$ cat config.mk
export PLATFORM = sky130hd
export DESIGN_NAME = pwe_top
export DESIGN_NICKNAME = d
export VERILOG_FILES = /design/src/hdl/pwe_pkg.sv /design/src/hdl/pwe_port_if.sv /design/src/hdl/pwe_port.sv /design/src/hdl/pwe_top.sv
export SDC_FILE = /design/constraint.sdc
export NUM_CORES = 1
export LEC_CHECK = 0
export BUFFER_PORTS_ARGS = -buffer_cell sky130_fd_sc_hd__clkbuf_2
export CELL_PAD_IN_SITES_DETAIL_PLACEMENT = 0
export CELL_PAD_IN_SITES_GLOBAL_PLACEMENT = 2
export CORE_ASPECT_RATIO = 1.75
export CORE_MARGIN = 2
export CORE_UTILIZATION = 37
export DETAILED_ROUTE_END_ITERATION = 8
export PLACE_DENSITY_LB_ADDON = 0.1
export SYNTH_ARGS = -nofsm -noshare
export SYNTH_HDL_FRONTEND = slang
export SYNTH_SLANG_ARGS = --single-unit
$ cat constraint.sdc
create_clock -name mclk -period 2.05 [get_ports mclk]
set_input_delay 0.41 -clock mclk [delete_from_list [all_inputs] [get_ports mclk]]
set_output_delay 0.41 -clock mclk [all_outputs]
set_load 0.02 [all_outputs]
$ cat src/hdl/pwe_pkg.sv
// Notes on behaviour
// - Wake packet match sets event bit 2
// - Link up sets event bit 1, PHY ports
// - Cable energy sets event bit 0, PHY ports
// - Enable bit 2 gates wake packet event
// - Enable bit 1 gates link-up event
// - Enable bit 0 gates energy event
// - Registers at 0xN013, 0xN017, 0xN01B, eight bits
// - Status bit 3 is SGMII done, port 7
// - Status bit 2 summarizes PTP, PHY ports
// - Status bit 1 summarizes PHY interrupts
// - Status bit 0 raised by access rule counter
// - Status bit 0 clears on mask toggle
// - Status raises port interrupt only when mask enables it
// - Mask at 0xN01F, zero enables
package pwe_pkg;
   // Port count and register width
   localparam int NPORTS = 7;
   localparam int RW     = 8;
   // Byte address layout: port in [15:12], register offset in [11:0]
   localparam int PORT_LSB = 12;
   localparam logic [11:0] OFF_EVENT  = 12'h013;
   localparam logic [11:0] OFF_ENABLE = 12'h017;
   localparam logic [11:0] OFF_STATUS = 12'h01b;
   localparam logic [11:0] OFF_MASK   = 12'h01f;
   // Global interrupt block registers
   localparam logic [15:0] ADDR_GSTAT = 16'h0010;
   localparam logic [15:0] ADDR_GMASK = 16'h0014;
   // Event bit positions
   localparam int EV_PKT    = 2;
   localparam int EV_LINK   = 1;
   localparam int EV_ENERGY = 0;
   // Status bit positions
   localparam int ST_SGMII = 3;
   localparam int ST_PTP   = 2;
   localparam int ST_PHY   = 1;
   localparam int ST_RULE  = 0;
   // Field widths and reset values
   localparam int EVW = 3;
   localparam int STW = 4;
   localparam logic [RW-1:0] RST_ZERO = 8'h00;
   // Ports with integrated PHY (bit p-1 for port p) and SGMII port
   localparam logic [NPORTS-1:0] PHY_PORTS = 7'h1f;
   localparam int SGMII_PORT = 7;
   // Bus answer to an unmapped address
   localparam logic [31:0] UNMAPPED = 32'h0000_0000;
endpackage

$ cat src/hdl/pwe_port_if.sv
// Per-port register view shared between top and port slice
interface pwe_port_if;
   logic [pwe_pkg::EVW-1:0] evClr;    // Write-one-to-clear strobe of events
   logic                    enWr;     // Enable register write strobe
   logic                    mkWr;     // Mask register write strobe
   logic [pwe_pkg::RW-1:0]  wdata;    // Write byte
   logic [pwe_pkg::EVW-1:0] events;   // Latched wake events
   logic [pwe_pkg::EVW-1:0] enables;  // Wake enables
   logic [pwe_pkg::STW-1:0] status;   // Raw interrupt status
   logic [pwe_pkg::STW-1:0] mask;     // Interrupt mask, one disables
   logic                    wakeOut;  // Enabled wake event present
   logic                    irqOut;   // Unmasked status present
   modport top  (output evClr, enWr, mkWr, wdata,
                 input events, enables, status, mask, wakeOut, irqOut);
   modport port (input evClr, enWr, mkWr, wdata,
                 output events, enables, status, mask, wakeOut, irqOut);
endinterface

$ cat src/hdl/pwe_port.sv
// One port slice: wake events, enables, status and mask
module pwe_port #(
   parameter int  PORT_NUM = 1,
   parameter bit  HAS_PHY  = 1'b1
) (
   // Clock and reset
   input  wire logic    mclk,
   input  wire logic    rst_b,
   // Synchronised event inputs
   input  wire logic    pktMatch,
   input  wire logic    linkUp,
   input  wire logic    energy,
   input  wire logic    sgmiiDone,
   input  wire logic    ptpIrq,
   input  wire logic    phyIrq,
   input  wire logic    ruleIrq,
   // Register view
   pwe_port_if.port     rp
);
   logic [pwe_pkg::EVW-1:0] evSet;   // Hardware event set terms
   logic [pwe_pkg::EVW-1:0] ev_q;    // Sticky wake events
   logic [pwe_pkg::EVW-1:0] en_q;    // Wake enables
   logic [pwe_pkg::STW-1:0] mk_q;    // Mask
   logic                    rule_q;  // Sticky access rule status

   // Only PHY ports carry link and energy events
   always_comb begin
      evSet                      = '0;
      evSet[pwe_pkg::EV_PKT]     = pktMatch;
      evSet[pwe_pkg::EV_LINK]    = HAS_PHY && linkUp;
      evSet[pwe_pkg::EV_ENERGY]  = HAS_PHY && energy;
   end

   // Sticky events; set wins over a same-cycle clear
   always_ff @(posedge mclk or negedge rst_b) begin
      if (!rst_b) begin
         ev_q <= '0;
      end else begin
         ev_q <= (ev_q & ~rp.evClr) | evSet;
      end
   end

   // Enable register
   always_ff @(posedge mclk or negedge rst_b) begin
      if (!rst_b) begin
         en_q <= '0;
      end else if (rp.enWr) begin
         en_q <= rp.wdata[pwe_pkg::EVW-1:0];
      end
   end

   // Mask register, reserved bits not stored
   always_ff @(posedge mclk or negedge rst_b) begin
      if (!rst_b) begin
         mk_q <= '0;
      end else if (rp.mkWr) begin
         mk_q <= rp.wdata[pwe_pkg::STW-1:0];
      end
   end

   // Access rule status: held until mask bit 0 changes value
   always_ff @(posedge mclk or negedge rst_b) begin
      if (!rst_b) begin
         rule_q <= 1'b0;
      end else if (ruleIrq) begin
         rule_q <= 1'b1;
      end else if (rp.mkWr && (rp.wdata[pwe_pkg::ST_RULE] != mk_q[pwe_pkg::ST_RULE])) begin
         rule_q <= 1'b0;
      end
   end

   // Summary bits; level sources pass through as live status
   always_comb begin
      rp.status                   = '0;
      rp.status[pwe_pkg::ST_SGMII] = (PORT_NUM == pwe_pkg::SGMII_PORT) && sgmiiDone;
      rp.status[pwe_pkg::ST_PTP]   = HAS_PHY && ptpIrq;
      rp.status[pwe_pkg::ST_PHY]   = HAS_PHY && phyIrq;
      rp.status[pwe_pkg::ST_RULE]  = rule_q;
   end

   assign rp.events  = ev_q;
   assign rp.enables = en_q;
   assign rp.mask    = mk_q;
   assign rp.wakeOut = |(ev_q & en_q);
   assign rp.irqOut  = |(rp.status & ~mk_q);

   // Assertions
   ev_sticky_a: assert property (@(posedge mclk) disable iff (!rst_b)
      (ev_q[pwe_pkg::EV_PKT] && !rp.evClr[pwe_pkg::EV_PKT]) |=> ev_q[pwe_pkg::EV_PKT])
      else $error("Wake event dropped without clear");
   pkt_set_a: assert property (@(posedge mclk) disable iff (!rst_b)
      pktMatch |=> ev_q[pwe_pkg::EV_PKT])
      else $error("Packet match not latched");
   rule_hold_a: assert property (@(posedge mclk) disable iff (!rst_b)
      (rule_q && !rp.mkWr) |=> rule_q)
      else $error("Access rule status lost without mask toggle");
   rule_set_a: assert property (@(posedge mclk) disable iff (!rst_b)
      ruleIrq |=> rule_q)
      else $error("Access rule status not set");
   mask_gate_a: assert property (@(posedge mclk) disable iff (!rst_b)
      (rp.status[pwe_pkg::ST_RULE] && !mk_q[pwe_pkg::ST_RULE]) |-> rp.irqOut)
      else $error("Unmasked status not reported");
endmodule

$ cat src/hdl/pwe_top.sv
// Per-port wake event and interrupt status block with Avalon-MM slave
//
// The Avalon-MM slave port was decided locally.
module pwe_top #(
   parameter int NPORTS = pwe_pkg::NPORTS
) (
   // Clock and reset
   input  wire logic        mclk,
   input  wire logic        rst_b,
   // Avalon-MM slave, byte address
   input  wire logic [15:0] avs_address,
   input  wire logic        avs_read,
   input  wire logic        avs_write,
   input  wire logic [31:0] avs_writedata,
   input  wire logic [3:0]  avs_byteenable,
   output logic [31:0]      avs_readdata,
   output logic             avs_waitrequest,
   // Event sources, one bit per port (bit 0 is port 1), asynchronous
   input  wire logic [6:0]  wakePktMatch,
   input  wire logic [6:0]  linkUpDetect,
   input  wire logic [6:0]  energyDetect,
   input  wire logic [6:0]  sgmiiAnDone,
   input  wire logic [6:0]  ptpIrq,
   input  wire logic [6:0]  phyIrq,
   input  wire logic [6:0]  ruleCountIrq,
   // Outputs
   output logic             powerEventOut,
   output logic             portIrqOut,
   output logic             irq
);
   localparam int NSRC = 7;                       // Synchronised source groups

   logic [NSRC*NPORTS-1:0] rawIn;                 // Flattened source bits
   logic [NSRC*NPORTS-1:0] meta_q;                // First sync stage
   logic [NSRC*NPORTS-1:0] sync_q;                // Second sync stage
   logic [NSRC*NPORTS-1:0] prev_q;                // For edge detect
   logic [NPORTS-1:0]      wakeVec;               // Per-port wake summary
   logic [NPORTS-1:0]      irqVec;                // Per-port irq summary
   logic [NPORTS-1:0][pwe_pkg::RW-1:0] evRd;      // Read views
   logic [NPORTS-1:0][pwe_pkg::RW-1:0] enRd;
   logic [NPORTS-1:0][pwe_pkg::RW-1:0] stRd;
   logic [NPORTS-1:0][pwe_pkg::RW-1:0] mkRd;
   logic [3:0]             portSel;               // Decoded port number
   logic [11:0]            offSel;                // Decoded register offset
   logic                   portOk;                // Port in range
   logic                   accept;                // Request taken this cycle
   logic                   busy_q;                // Answer phase
   logic [1:0]             gstat_q;               // Sticky global status
   logic [1:0]             gmask_q;               // Global mask, one enables
   logic [1:0]             gEvent;                // Rising wake/irq summaries
   logic                   gStatRd;               // Read of global status
   logic                   wakeAny_q;
   logic                   irqAny_q;

   assign rawIn = {ruleCountIrq, phyIrq, ptpIrq, sgmiiAnDone,
                   energyDetect, linkUpDetect, wakePktMatch};

   // Two-stage synchronisers; only stage two is read
   always_ff @(posedge mclk or negedge rst_b) begin
      if (!rst_b) begin
         meta_q <= '0;
         sync_q <= '0;
         prev_q <= '0;
      end else begin
         meta_q <= rawIn;
         sync_q <= meta_q;
         prev_q <= sync_q;
      end
   end

   // Address decode: port in high nibble, offset in the rest
   assign portSel = avs_address[15:pwe_pkg::PORT_LSB];
   assign offSel  = avs_address[pwe_pkg::PORT_LSB-1:0];
   assign portOk  = (portSel >= 4'h1) && (portSel <= 4'(NPORTS));
   // One wait cycle: request taken on the first cycle, answered on the next
   assign accept  = (avs_read || avs_write) && !busy_q;

   // Port slices; packet, link, energy and rule inputs are rising edges, status sources are synchronised levels
   genvar p;
   generate
      for (p = 0; p < NPORTS; p++) begin : g_port
         pwe_port_if rp ();
         logic hit;
         logic wrB0;
         assign hit  = accept && portOk && (portSel == 4'(p + 1));
         assign wrB0 = hit && avs_write && avs_byteenable[0];
         // Event register is write-one-to-clear
         assign rp.evClr = (wrB0 && offSel == pwe_pkg::OFF_EVENT) ?
                           avs_writedata[pwe_pkg::EVW-1:0] : '0;
         assign rp.enWr  = wrB0 && (offSel == pwe_pkg::OFF_ENABLE);
         assign rp.mkWr  = wrB0 && (offSel == pwe_pkg::OFF_MASK);
         assign rp.wdata = avs_writedata[pwe_pkg::RW-1:0];
         pwe_port #(
            .PORT_NUM (p + 1),
            .HAS_PHY  (pwe_pkg::PHY_PORTS[p])
         ) u_port (
            .mclk      (mclk),
            .rst_b     (rst_b),
            .pktMatch  (sync_q[0*NPORTS+p] && !prev_q[0*NPORTS+p]),
            .linkUp    (sync_q[1*NPORTS+p] && !prev_q[1*NPORTS+p]),
            .energy    (sync_q[2*NPORTS+p] && !prev_q[2*NPORTS+p]),
            .sgmiiDone (sync_q[3*NPORTS+p]),
            .ptpIrq    (sync_q[4*NPORTS+p]),
            .phyIrq    (sync_q[5*NPORTS+p]),
            .ruleIrq   (sync_q[6*NPORTS+p] && !prev_q[6*NPORTS+p]),
            .rp        (rp)
         );
         // Reserved bits read as zero
         assign evRd[p]   = {{(pwe_pkg::RW-pwe_pkg::EVW){1'b0}}, rp.events};
         assign enRd[p]   = {{(pwe_pkg::RW-pwe_pkg::EVW){1'b0}}, rp.enables};
         assign stRd[p]   = {{(pwe_pkg::RW-pwe_pkg::STW){1'b0}}, rp.status};
         assign mkRd[p]   = {{(pwe_pkg::RW-pwe_pkg::STW){1'b0}}, rp.mask};
         assign wakeVec[p] = rp.wakeOut;
         assign irqVec[p]  = rp.irqOut;
      end
   endgenerate

   // Wait state: waitrequest high on the taking cycle, low on the answer
   always_ff @(posedge mclk or negedge rst_b) begin
      if (!rst_b) begin
         busy_q          <= 1'b0;
         avs_waitrequest <= 1'b1;
      end else begin
         busy_q          <= accept;
         avs_waitrequest <= !accept;
      end
   end

   // Read data mux, registered on the taking cycle
   always_ff @(posedge mclk or negedge rst_b) begin
      if (!rst_b) begin
         avs_readdata <= pwe_pkg::UNMAPPED;
      end else if (accept && avs_read) begin
         avs_readdata <= pwe_pkg::UNMAPPED;
         if (portOk) begin
            unique case (offSel)
               pwe_pkg::OFF_EVENT:  avs_readdata <= {24'h000000, evRd[portSel - 4'h1]};
               pwe_pkg::OFF_ENABLE: avs_readdata <= {24'h000000, enRd[portSel - 4'h1]};
               pwe_pkg::OFF_STATUS: avs_readdata <= {24'h000000, stRd[portSel - 4'h1]};
               pwe_pkg::OFF_MASK:   avs_readdata <= {24'h000000, mkRd[portSel - 4'h1]};
               default:             avs_readdata <= pwe_pkg::UNMAPPED;
            endcase
         end else if (avs_address == pwe_pkg::ADDR_GSTAT) begin
            avs_readdata <= {30'h0, gstat_q};
         end else if (avs_address == pwe_pkg::ADDR_GMASK) begin
            avs_readdata <= {30'h0, gmask_q};
         end
      end
   end

   // Power event and port summary outputs, registered
   always_ff @(posedge mclk or negedge rst_b) begin
      if (!rst_b) begin
         wakeAny_q     <= 1'b0;
         irqAny_q      <= 1'b0;
         powerEventOut <= 1'b0;
         portIrqOut    <= 1'b0;
      end else begin
         wakeAny_q     <= |wakeVec;
         irqAny_q      <= |irqVec;
         powerEventOut <= |wakeVec;
         portIrqOut    <= |irqVec;
      end
   end

   // Global sticky status: bit 0 wake rise, bit 1 irq rise; read clears
   assign gEvent  = {(|irqVec) && !irqAny_q, (|wakeVec) && !wakeAny_q};
   assign gStatRd = accept && avs_read && (avs_address == pwe_pkg::ADDR_GSTAT);
   always_ff @(posedge mclk or negedge rst_b) begin
      if (!rst_b) begin
         gstat_q <= 2'h0;
      end else begin
         // New event in the read cycle survives the clear
         gstat_q <= (gStatRd ? 2'h0 : gstat_q) | gEvent;
      end
   end

   // Global mask register, one enables
   always_ff @(posedge mclk or negedge rst_b) begin
      if (!rst_b) begin
         gmask_q <= 2'h0;
      end else if (accept && avs_write && avs_byteenable[0]
                   && avs_address == pwe_pkg::ADDR_GMASK) begin
         gmask_q <= avs_writedata[1:0];
      end
   end

   // Level interrupt output
   always_ff @(posedge mclk or negedge rst_b) begin
      if (!rst_b) begin
         irq <= 1'b0;
      end else begin
         irq <= |((gstat_q & ~(gStatRd ? gstat_q : 2'h0) | gEvent) & gmask_q);
      end
   end

   // Assertions
   power_follow_a: assert property (@(posedge mclk) disable iff (!rst_b)
      ##1 (powerEventOut == $past(|wakeVec)))
      else $error("Power event does not follow enabled events");
   wait_one_a: assert property (@(posedge mclk) disable iff (!rst_b)
      (avs_read && avs_waitrequest && !busy_q) |=> !avs_waitrequest)
      else $error("Bus answer not in one cycle");
   power_hold_a: assert property (@(posedge mclk) disable iff (!rst_b)
      (powerEventOut && |wakeVec) |=> powerEventOut)
      else $error("Power event dropped while events pending");
endmodule

==> impl_metrics.csv, run 1 <==
group,metric,value,unit
critical_path,reg2reg_depth,5,
yosys,synth_cells,562,
timing,setup_viol,0,
cts,cts_made_buffers,17,
cts,root_buffer,"clkbuf_16",
power,peakVddDrop,635,uV
timing,whs,0.0208,ns
cts,clkSinkCount,184,
critical_path,cp-start-kind,"primary input",
global_route,grtUsageTotal,0.189,
timing,setup_tns,0,ns
run,maxCapViolCount,0,
critical_path,crit_family,"simple AND/OR/NAND/NOR gates",
power,power_leakage,4.32,nW
yosys,synth_warnings,0,
timing,period_share,0.993,
critical_path,worst_ep_required_time,2.37,ns
power,total_power,0.00768,W
floorplan,ioPinCount,141,
outcome,status,"complete, no violations",
power,power_density,839,nW/um^2
route,drtPass1Iterations,4,
global_route,antenna_found_initial,0,
floorplan,die_w,111,um
placed_design,placed_cell_area,8500,um^2
layout,diodes,0,
yosys,yosysTopAreaCell,"dfrtp_1",
global_route,grt_overflow,0,
layout,syn_to_final_growth,24.1,%
yosys,avgSynthCellArea,13.1,um^2
critical_path,max_stage_delay,0.45,ns
critical_path,crit-reg2reg-launch,"busy_q",
yosys,ys.flop_type,"dfrtp_1",
cts,clk_latency,0.43,ns
critical_path,crit_top_cell,"a22o_1",
floorplan,coreArea,19700,um^2
route,drtIter0Drc,172,
critical_path,r2r_setup_slack,0.09,ns
timing,slew_viol_final,0,
floorplan,initial_core_util,0.375,
route,drt-vias-per-instance,5.01,
cts,cts_tree,"built",
yosys,synth_seq_cells,184,
critical_path,criticalPathCategory,"in2reg",
yosys,async_flop_share,1.00,
timing,hold_violations,0,
critical_path,crit_slowest_cell,"or4b_4",
yosys,synth_cell_types,51,
timing,fmax,0.491,GHz
layout,final_cell_area,9150,um^2
timing,clock-skew-final,0.00659,ns
global_route,grt_pass1_vias,5261,
layout,drive_gt1_frac,0.376,
route,drtAntennaViolNets,0,
yosys,synth_edf_count,0,
floorplan,dieHeight,191,um
cts,clk_pin_slew,0.07,ns
cts,h-tree-depth,4,
route,num_vias,4791,
timing,fin_ws,0.0147,ns
critical_path,rr_endpoint,"g_port[2].u_port.rp.mask[0]",
route,wire_per_inst,19.7,um
timing,rsz0062_at_grt,"true",
timing,slew-limit-headroom,0.559,
yosys,yosysTopAreaCellShare,0.621,
layout,final_cell_mix,"183 x dfrtp_1, 64 x clkbuf_2, 63 x buf_4",
timing,worst_pin_slew,0.661,ns
layout,final_common_cell,"dfrtp_1",
cts,cts_buffer_depth,2,
placed_design,place_ws,-0.473,ns
critical_path,arrival,2.36,ns
route,wirelength,18.8,mm
layout,layout.nets,808,
floorplan,dieArea,21100,um^2
cts,cts_hold_buf,0,
yosys,synthTopCellsByArea,"dfrtp_1 62%, mux2_2 9.2%, mux4_2 3.7%",
critical_path,cp.buffers_inverters,2,
placed_design,finalWeightedCongestion,0.846,
yosys,syn_area,7370,um^2
timing,fin_crit,2.04,ns
yosys,ys_seq_area_frac,0.625,
critical_path,crit_chain,"buf_8 > inv_8 > ha_4 > or4b_4 > or4_4 > or3_4 > a22o_1 > a22o_1",
route,drc,0,
min_path,hp-class,"in2async",
floorplan,row_count,68,
global_route,grt_pass1_wl,30.0,mm
critical_path,cp-end-kind,"flip-flop",
placed_design,port_buffers,67,
critical_path,cp_max_fo,3,
placed_design,dpl.hpwl,14.0,mm
global_route,grt_max_degree,76,
[worst register-to-register path, delay by kind of cell, from the launching register on]
kind             cells  cell delay (ns)
AND/OR/NAND/NOR      4             1.09
multiplexers         1             0.38
flip-flops           1             0.39
[synth_stat cells, types with 2 or more instances]
| library cell | n |
|---|---|
| xnor2_1 | 8 |
| inv_1 | 41 |
| nor4_1 | 2 |
| mux2_2 | 60 |
| mux2i_1 | 4 |
| buf_4 | 28 |
| a22o_1 | 21 |
| mux4_2 | 12 |
| buf_2 | 2 |
| nand3_1 | 13 |
| a21oi_1 | 5 |
| clkbuf_1 | 12 |
| a22oi_1 | 7 |
| o2111ai_1 | 4 |
| nand2b_1 | 8 |
| nor3_1 | 5 |
| a31oi_1 | 2 |
| a221o_1 | 4 |
| nand4_1 | 3 |
| nor2_1 | 33 |
| nor2b_1 | 2 |
| a21boi_0 | 4 |
| ha_1 | 5 |
| o21ai_0 | 22 |
| o31ai_1 | 2 |
| buf_1 | 3 |
| nand3b_1 | 3 |
| a221oi_1 | 6 |
| o22ai_1 | 5 |
| dfrtp_1 | 183 |
| nand2_1 | 33 |
[kinds of logic after synthesis]
kind of cell / synth area share
AOI/OAI and AO/OA: 0.0895
xor gates and xnor gates: 0.0107
adders and majority gates: 0.00849
buffers and inverters: 0.0584
DFF: 0.625
muxes: 0.134
other: 0.000509
and+or+nand+nor: 0.0738
[state kept, by name, indices dropped and copies added (netlist names)]
name,cells
avs_readdata,4
avs_waitrequest,1
busy_q,1
g_port.u_port.rp.enables,21
g_port.u_port.rp.events,21
g_port.u_port.rp.mask,28
g_port.u_port.rule_q,7
gmask_q,2
gstat_q,2
irq,1
irqAny_q,1
meta_q,35
prev_q,24
sync_q,35
wakeAny_q,1
[worst max-delay path by stage]
stage / start / cells after the start / end / slack [ns]
CTS: avs_address[12] / 8 / irq / 0.0001
floorplan: avs_address[12] / 10 / irq / -0.66
global route: avs_address[12] / 8 / irq / -0.01
global placement: avs_address[13] / 8 / irq / -0.40
detailed placement: avs_address[12] / 8 / irq / -0.47
finish: avs_address[12] / 8 / irq / 0.01
[repair_timing]
| action | in CTS | in global routing |
|---|---|---|
| pin swaps | 0 | 1 |
| gates resized for setup | 4 | 14 |
| endpoints found under the setup margin | 1 | 14 |
| setup buffers | 0 | 0 |
| gates cloned | 0 | 0 |
[layer usage]
layer  up-vias  GRT usage  share of wire
met5         -          0              0
met4         0     0.0875          0.032
met3        30     0.0369          0.027
met2        98      0.352           0.56
met1      2464      0.205           0.38
li1       2199          -              -
[power breakdown]
part	switching, W	internal, W
registers	0.0000446	0.00374
logic	0.000352	0.000230
clock network	0.00143	0.00188
total	0.00182	0.00585
[through the flow]
stage               utilization  instances
detailed placement        0.432        924
floorplan                     -        589
finish                    0.466        956
global route              0.466        956
global placement          0.432        924
CTS                       0.463        956
[layout make-up]
cell class	count	area, um^2
repair buffers	135	933
clock buffers	20	457
clock inverters	12	140
flip-flops and latches	184	4610
fillers	1851	10500
inverters	41	164
multi-input cells	319	2540
well taps	245	307
Power figures use the tool's default switching activity.
==> inputs of run 2 (changes only) <==
--- a/config.mk
+++ b/config.mk
@@ -5,13 +5,15 @@
 export SDC_FILE = /design/constraint.sdc
 export NUM_CORES = 1
 export LEC_CHECK = 0
+export ABC_AREA = 1
 export BUFFER_PORTS_ARGS = -buffer_cell sky130_fd_sc_hd__clkbuf_2
 export CELL_PAD_IN_SITES_DETAIL_PLACEMENT = 0
 export CELL_PAD_IN_SITES_GLOBAL_PLACEMENT = 2
 export CORE_ASPECT_RATIO = 1.75
 export CORE_MARGIN = 2
-export CORE_UTILIZATION = 37
+export CORE_UTILIZATION = 33
 export DETAILED_ROUTE_END_ITERATION = 8
+export GPL_ROUTABILITY_DRIVEN = 0
 export PLACE_DENSITY_LB_ADDON = 0.1
 export SYNTH_ARGS = -nofsm -noshare
 export SYNTH_HDL_FRONTEND = slang
==> impl_metrics.csv, run 2 <==
group,metric,value,unit
timing,setup_viol,0,
run,maxCapViolCount,0,
layout,final_common_cell,"nand2_1",
floorplan,die_w,119,um
yosys,ys_top_cells_by_count,"257 x nand2_1, 183 x dfrtp_1, 98 x o21ai_0",
timing,fmax,0.582,GHz
cts,h-tree-depth,4,
cts,cts.repair.resized,0,
floorplan,dieArea,24500,um^2
timing,slew-limit-headroom,0.550,
cts,clkSinkCount,184,
cts,root_buffer,"clkbuf_16",
critical_path,cp_max_fo,4,
route,drtIter0Drc,225,
route,drtAntennaViolNets,0,
layout,diodes,0,
global_route,grt_pass1_vias,6185,
global_route,grtUsageTotal,0.190,
yosys,yosysMostFrequentCell,"nand2_1",
cts,cts_made_buffers,17,
min_path,hold_depth,1,
global_route,antenna_found_initial,0,
power,power_density,811,nW/um^2
timing,worst_pin_slew,0.668,ns
power,peakVddDrop,664,uV
timing,fin_crit,1.72,ns
yosys,yosysTopAreaCellShare,0.597,
critical_path,criticalPathCategory,"reg2reg",
floorplan,coreArea,22700,um^2
critical_path,cp-end-kind,"flip-flop",
layout,final_cells,1299,
route,drc,0,
critical_path,worst_ep_required_time,2.39,ns
floorplan,row_count,73,
route,num_vias,5951,
timing,hold_violations,0,
global_route,grt_pass1_wl,34.2,mm
route,drt-vias-per-instance,4.58,
yosys,synthTopCellsByArea,"dfrtp_1 60%, nand2_1 13%, o21ai_0 6.4%",
yosys,synth_cells,856,
placed_design,dpl.hpwl,16.2,mm
global_route,grt_max_degree,69,
critical_path,cp-start-kind,"flip-flop",
critical_path,reg2reg_depth,10,
yosys,avgSynthCellArea,8.96,um^2
layout,final_cell_mix,"257 x nand2_1, 183 x dfrtp_1, 98 x o21ai_0",
cts,cts_hold_buf,1,
route,drtPass1Iterations,4,
yosys,ys_seq_area_frac,0.600,
timing,setup_tns,0,ns
power,power_leakage,4.63,nW
layout,drive_gt1_frac,0.180,
placed_design,dp_cells,1266,
yosys,yosysTopAreaCell,"dfrtp_1",
cts,clk_pin_slew,0.07,ns
floorplan,dieHeight,206,um
floorplan,initial_core_util,0.337,
yosys,synth_edf_count,0,
layout,syn_to_final_growth,21.9,%
cts,clk_latency,0.45,ns
cts,cts_tree,"built",
timing,rsz0062_at_grt,"false",
layout,layout.nets,1096,
min_path,hp-class,"in2reg",
yosys,ys.flop_type,"dfrtp_1",
placed_design,port_buffers,67,
cts,cts_setup_buffers,0,
timing,slew_viol_final,0,
timing,period_share,0.839,
critical_path,arrival,2.06,ns
route,wirelength,21.8,mm
cts,cts_buffer_depth,2,
yosys,synth_cell_types,29,
yosys,synth_warnings,0,
outcome,status,"complete, no violations",
route,wire_per_inst,16.8,um
yosys,syn_area,7670,um^2
yosys,synth_seq_cells,184,
floorplan,ioPinCount,141,
timing,clock-skew-final,0.00908,ns
global_route,grt_overflow,0,
yosys,async_flop_share,1.00,
## run 2: changes by cell type after synthesis, sizes merged, moves of 6 or more
cell    change
nand2     +224
nand4       +6
nor2       +17
mux2       -60
a22o       -21
mux4       -12
inv        +46
o21ai      +78
nand3      +69
a221oi      -6
xnor2       -6
a22oi       -7
nand2b      -8
## run 2: logic make-up after synthesis
group	share of synthesized area
AOI/OAI and AO/OA	0.0765
buffers and inverters	0.0814
xor gates and xnor gates	0.00571
adders and majority gates	0.00816
DFF	0.600
and+or+nand+nor	0.227
other	0.000489
## run 2: through the flow
step                      total power [W]  hold slack [ns]  setup WS (ns)   util  instance area [um^2]
after CTS                         0.00772           0.0358          0.293  0.411                  9350
after floorplan                   0.00416            0.114       -0.00928      -                  7790
final                             0.00758           0.0649          0.331  0.411                  9350
after detailed placement          0.00447            0.335         -0.106  0.386                  8770
after global placement            0.00446            0.332        -0.0786  0.386                  8770
after global routing              0.00794           0.0350          0.145  0.411                  9350
## run 2: cell type report
| class | count | area [um^2] |
|---|---|---|
| Tap cell | 300 | 375 |
| Clock inverter | 14 | 139 |
| Clock buffer | 18 | 429 |
| Fill cell | 2314 | 13400 |
| Sequential cell | 184 | 4610 |
| Inverter | 88 | 332 |
| Timing Repair Buffer | 132 | 922 |
| Multi-Input combinational cell | 563 | 2540 |
## run 2: power by group
part           total [W]  switching [W]  internal, W
clock network    0.00319        0.00148      0.00170
registers        0.00377      0.0000368      0.00373
logic           0.000621       0.000422     0.000199
total            0.00758        0.00194      0.00563
## run 2: worst max-delay path: stages, from the launching register on
cell,delay [ns]
dfrtp_1,0.36
inv_1,0.06
o21ai_0,0.14
nor2_1,0.18
nand2_1,0.16
buf_4,0.18
nor3_1,0.15
buf_4,0.15
o21ai_0,0.10
nand2_1,0.09
nand2_1,0.05
## run 2: metal layers
layer / up-vias / share of wire / track usage
met5: - / 0 / 0
met4: 0 / 0.053 / 0.115
met2: 161 / 0.53 / 0.340
li1: 2926 / - / -
met1: 2817 / 0.37 / 0.207
met3: 47 / 0.041 / 0.0374
## run 2: path summary, 6_finish.rpt
check,start,to,slack [ns]
worst max-delay path,busy_q,g_port[1].u_port.rule_q,0.33
worst min-delay path,ruleCountIrq[1],meta_q[43],0.06
worst max register to register,busy_q,g_port[1].u_port.rule_q,0.33
worst min register to register,meta_q[14],sync_q[14],0.35
max in group asynchronous,rst_b,prev_q[6],0.88
min in group asynchronous,rst_b,gstat_q[0],0.46
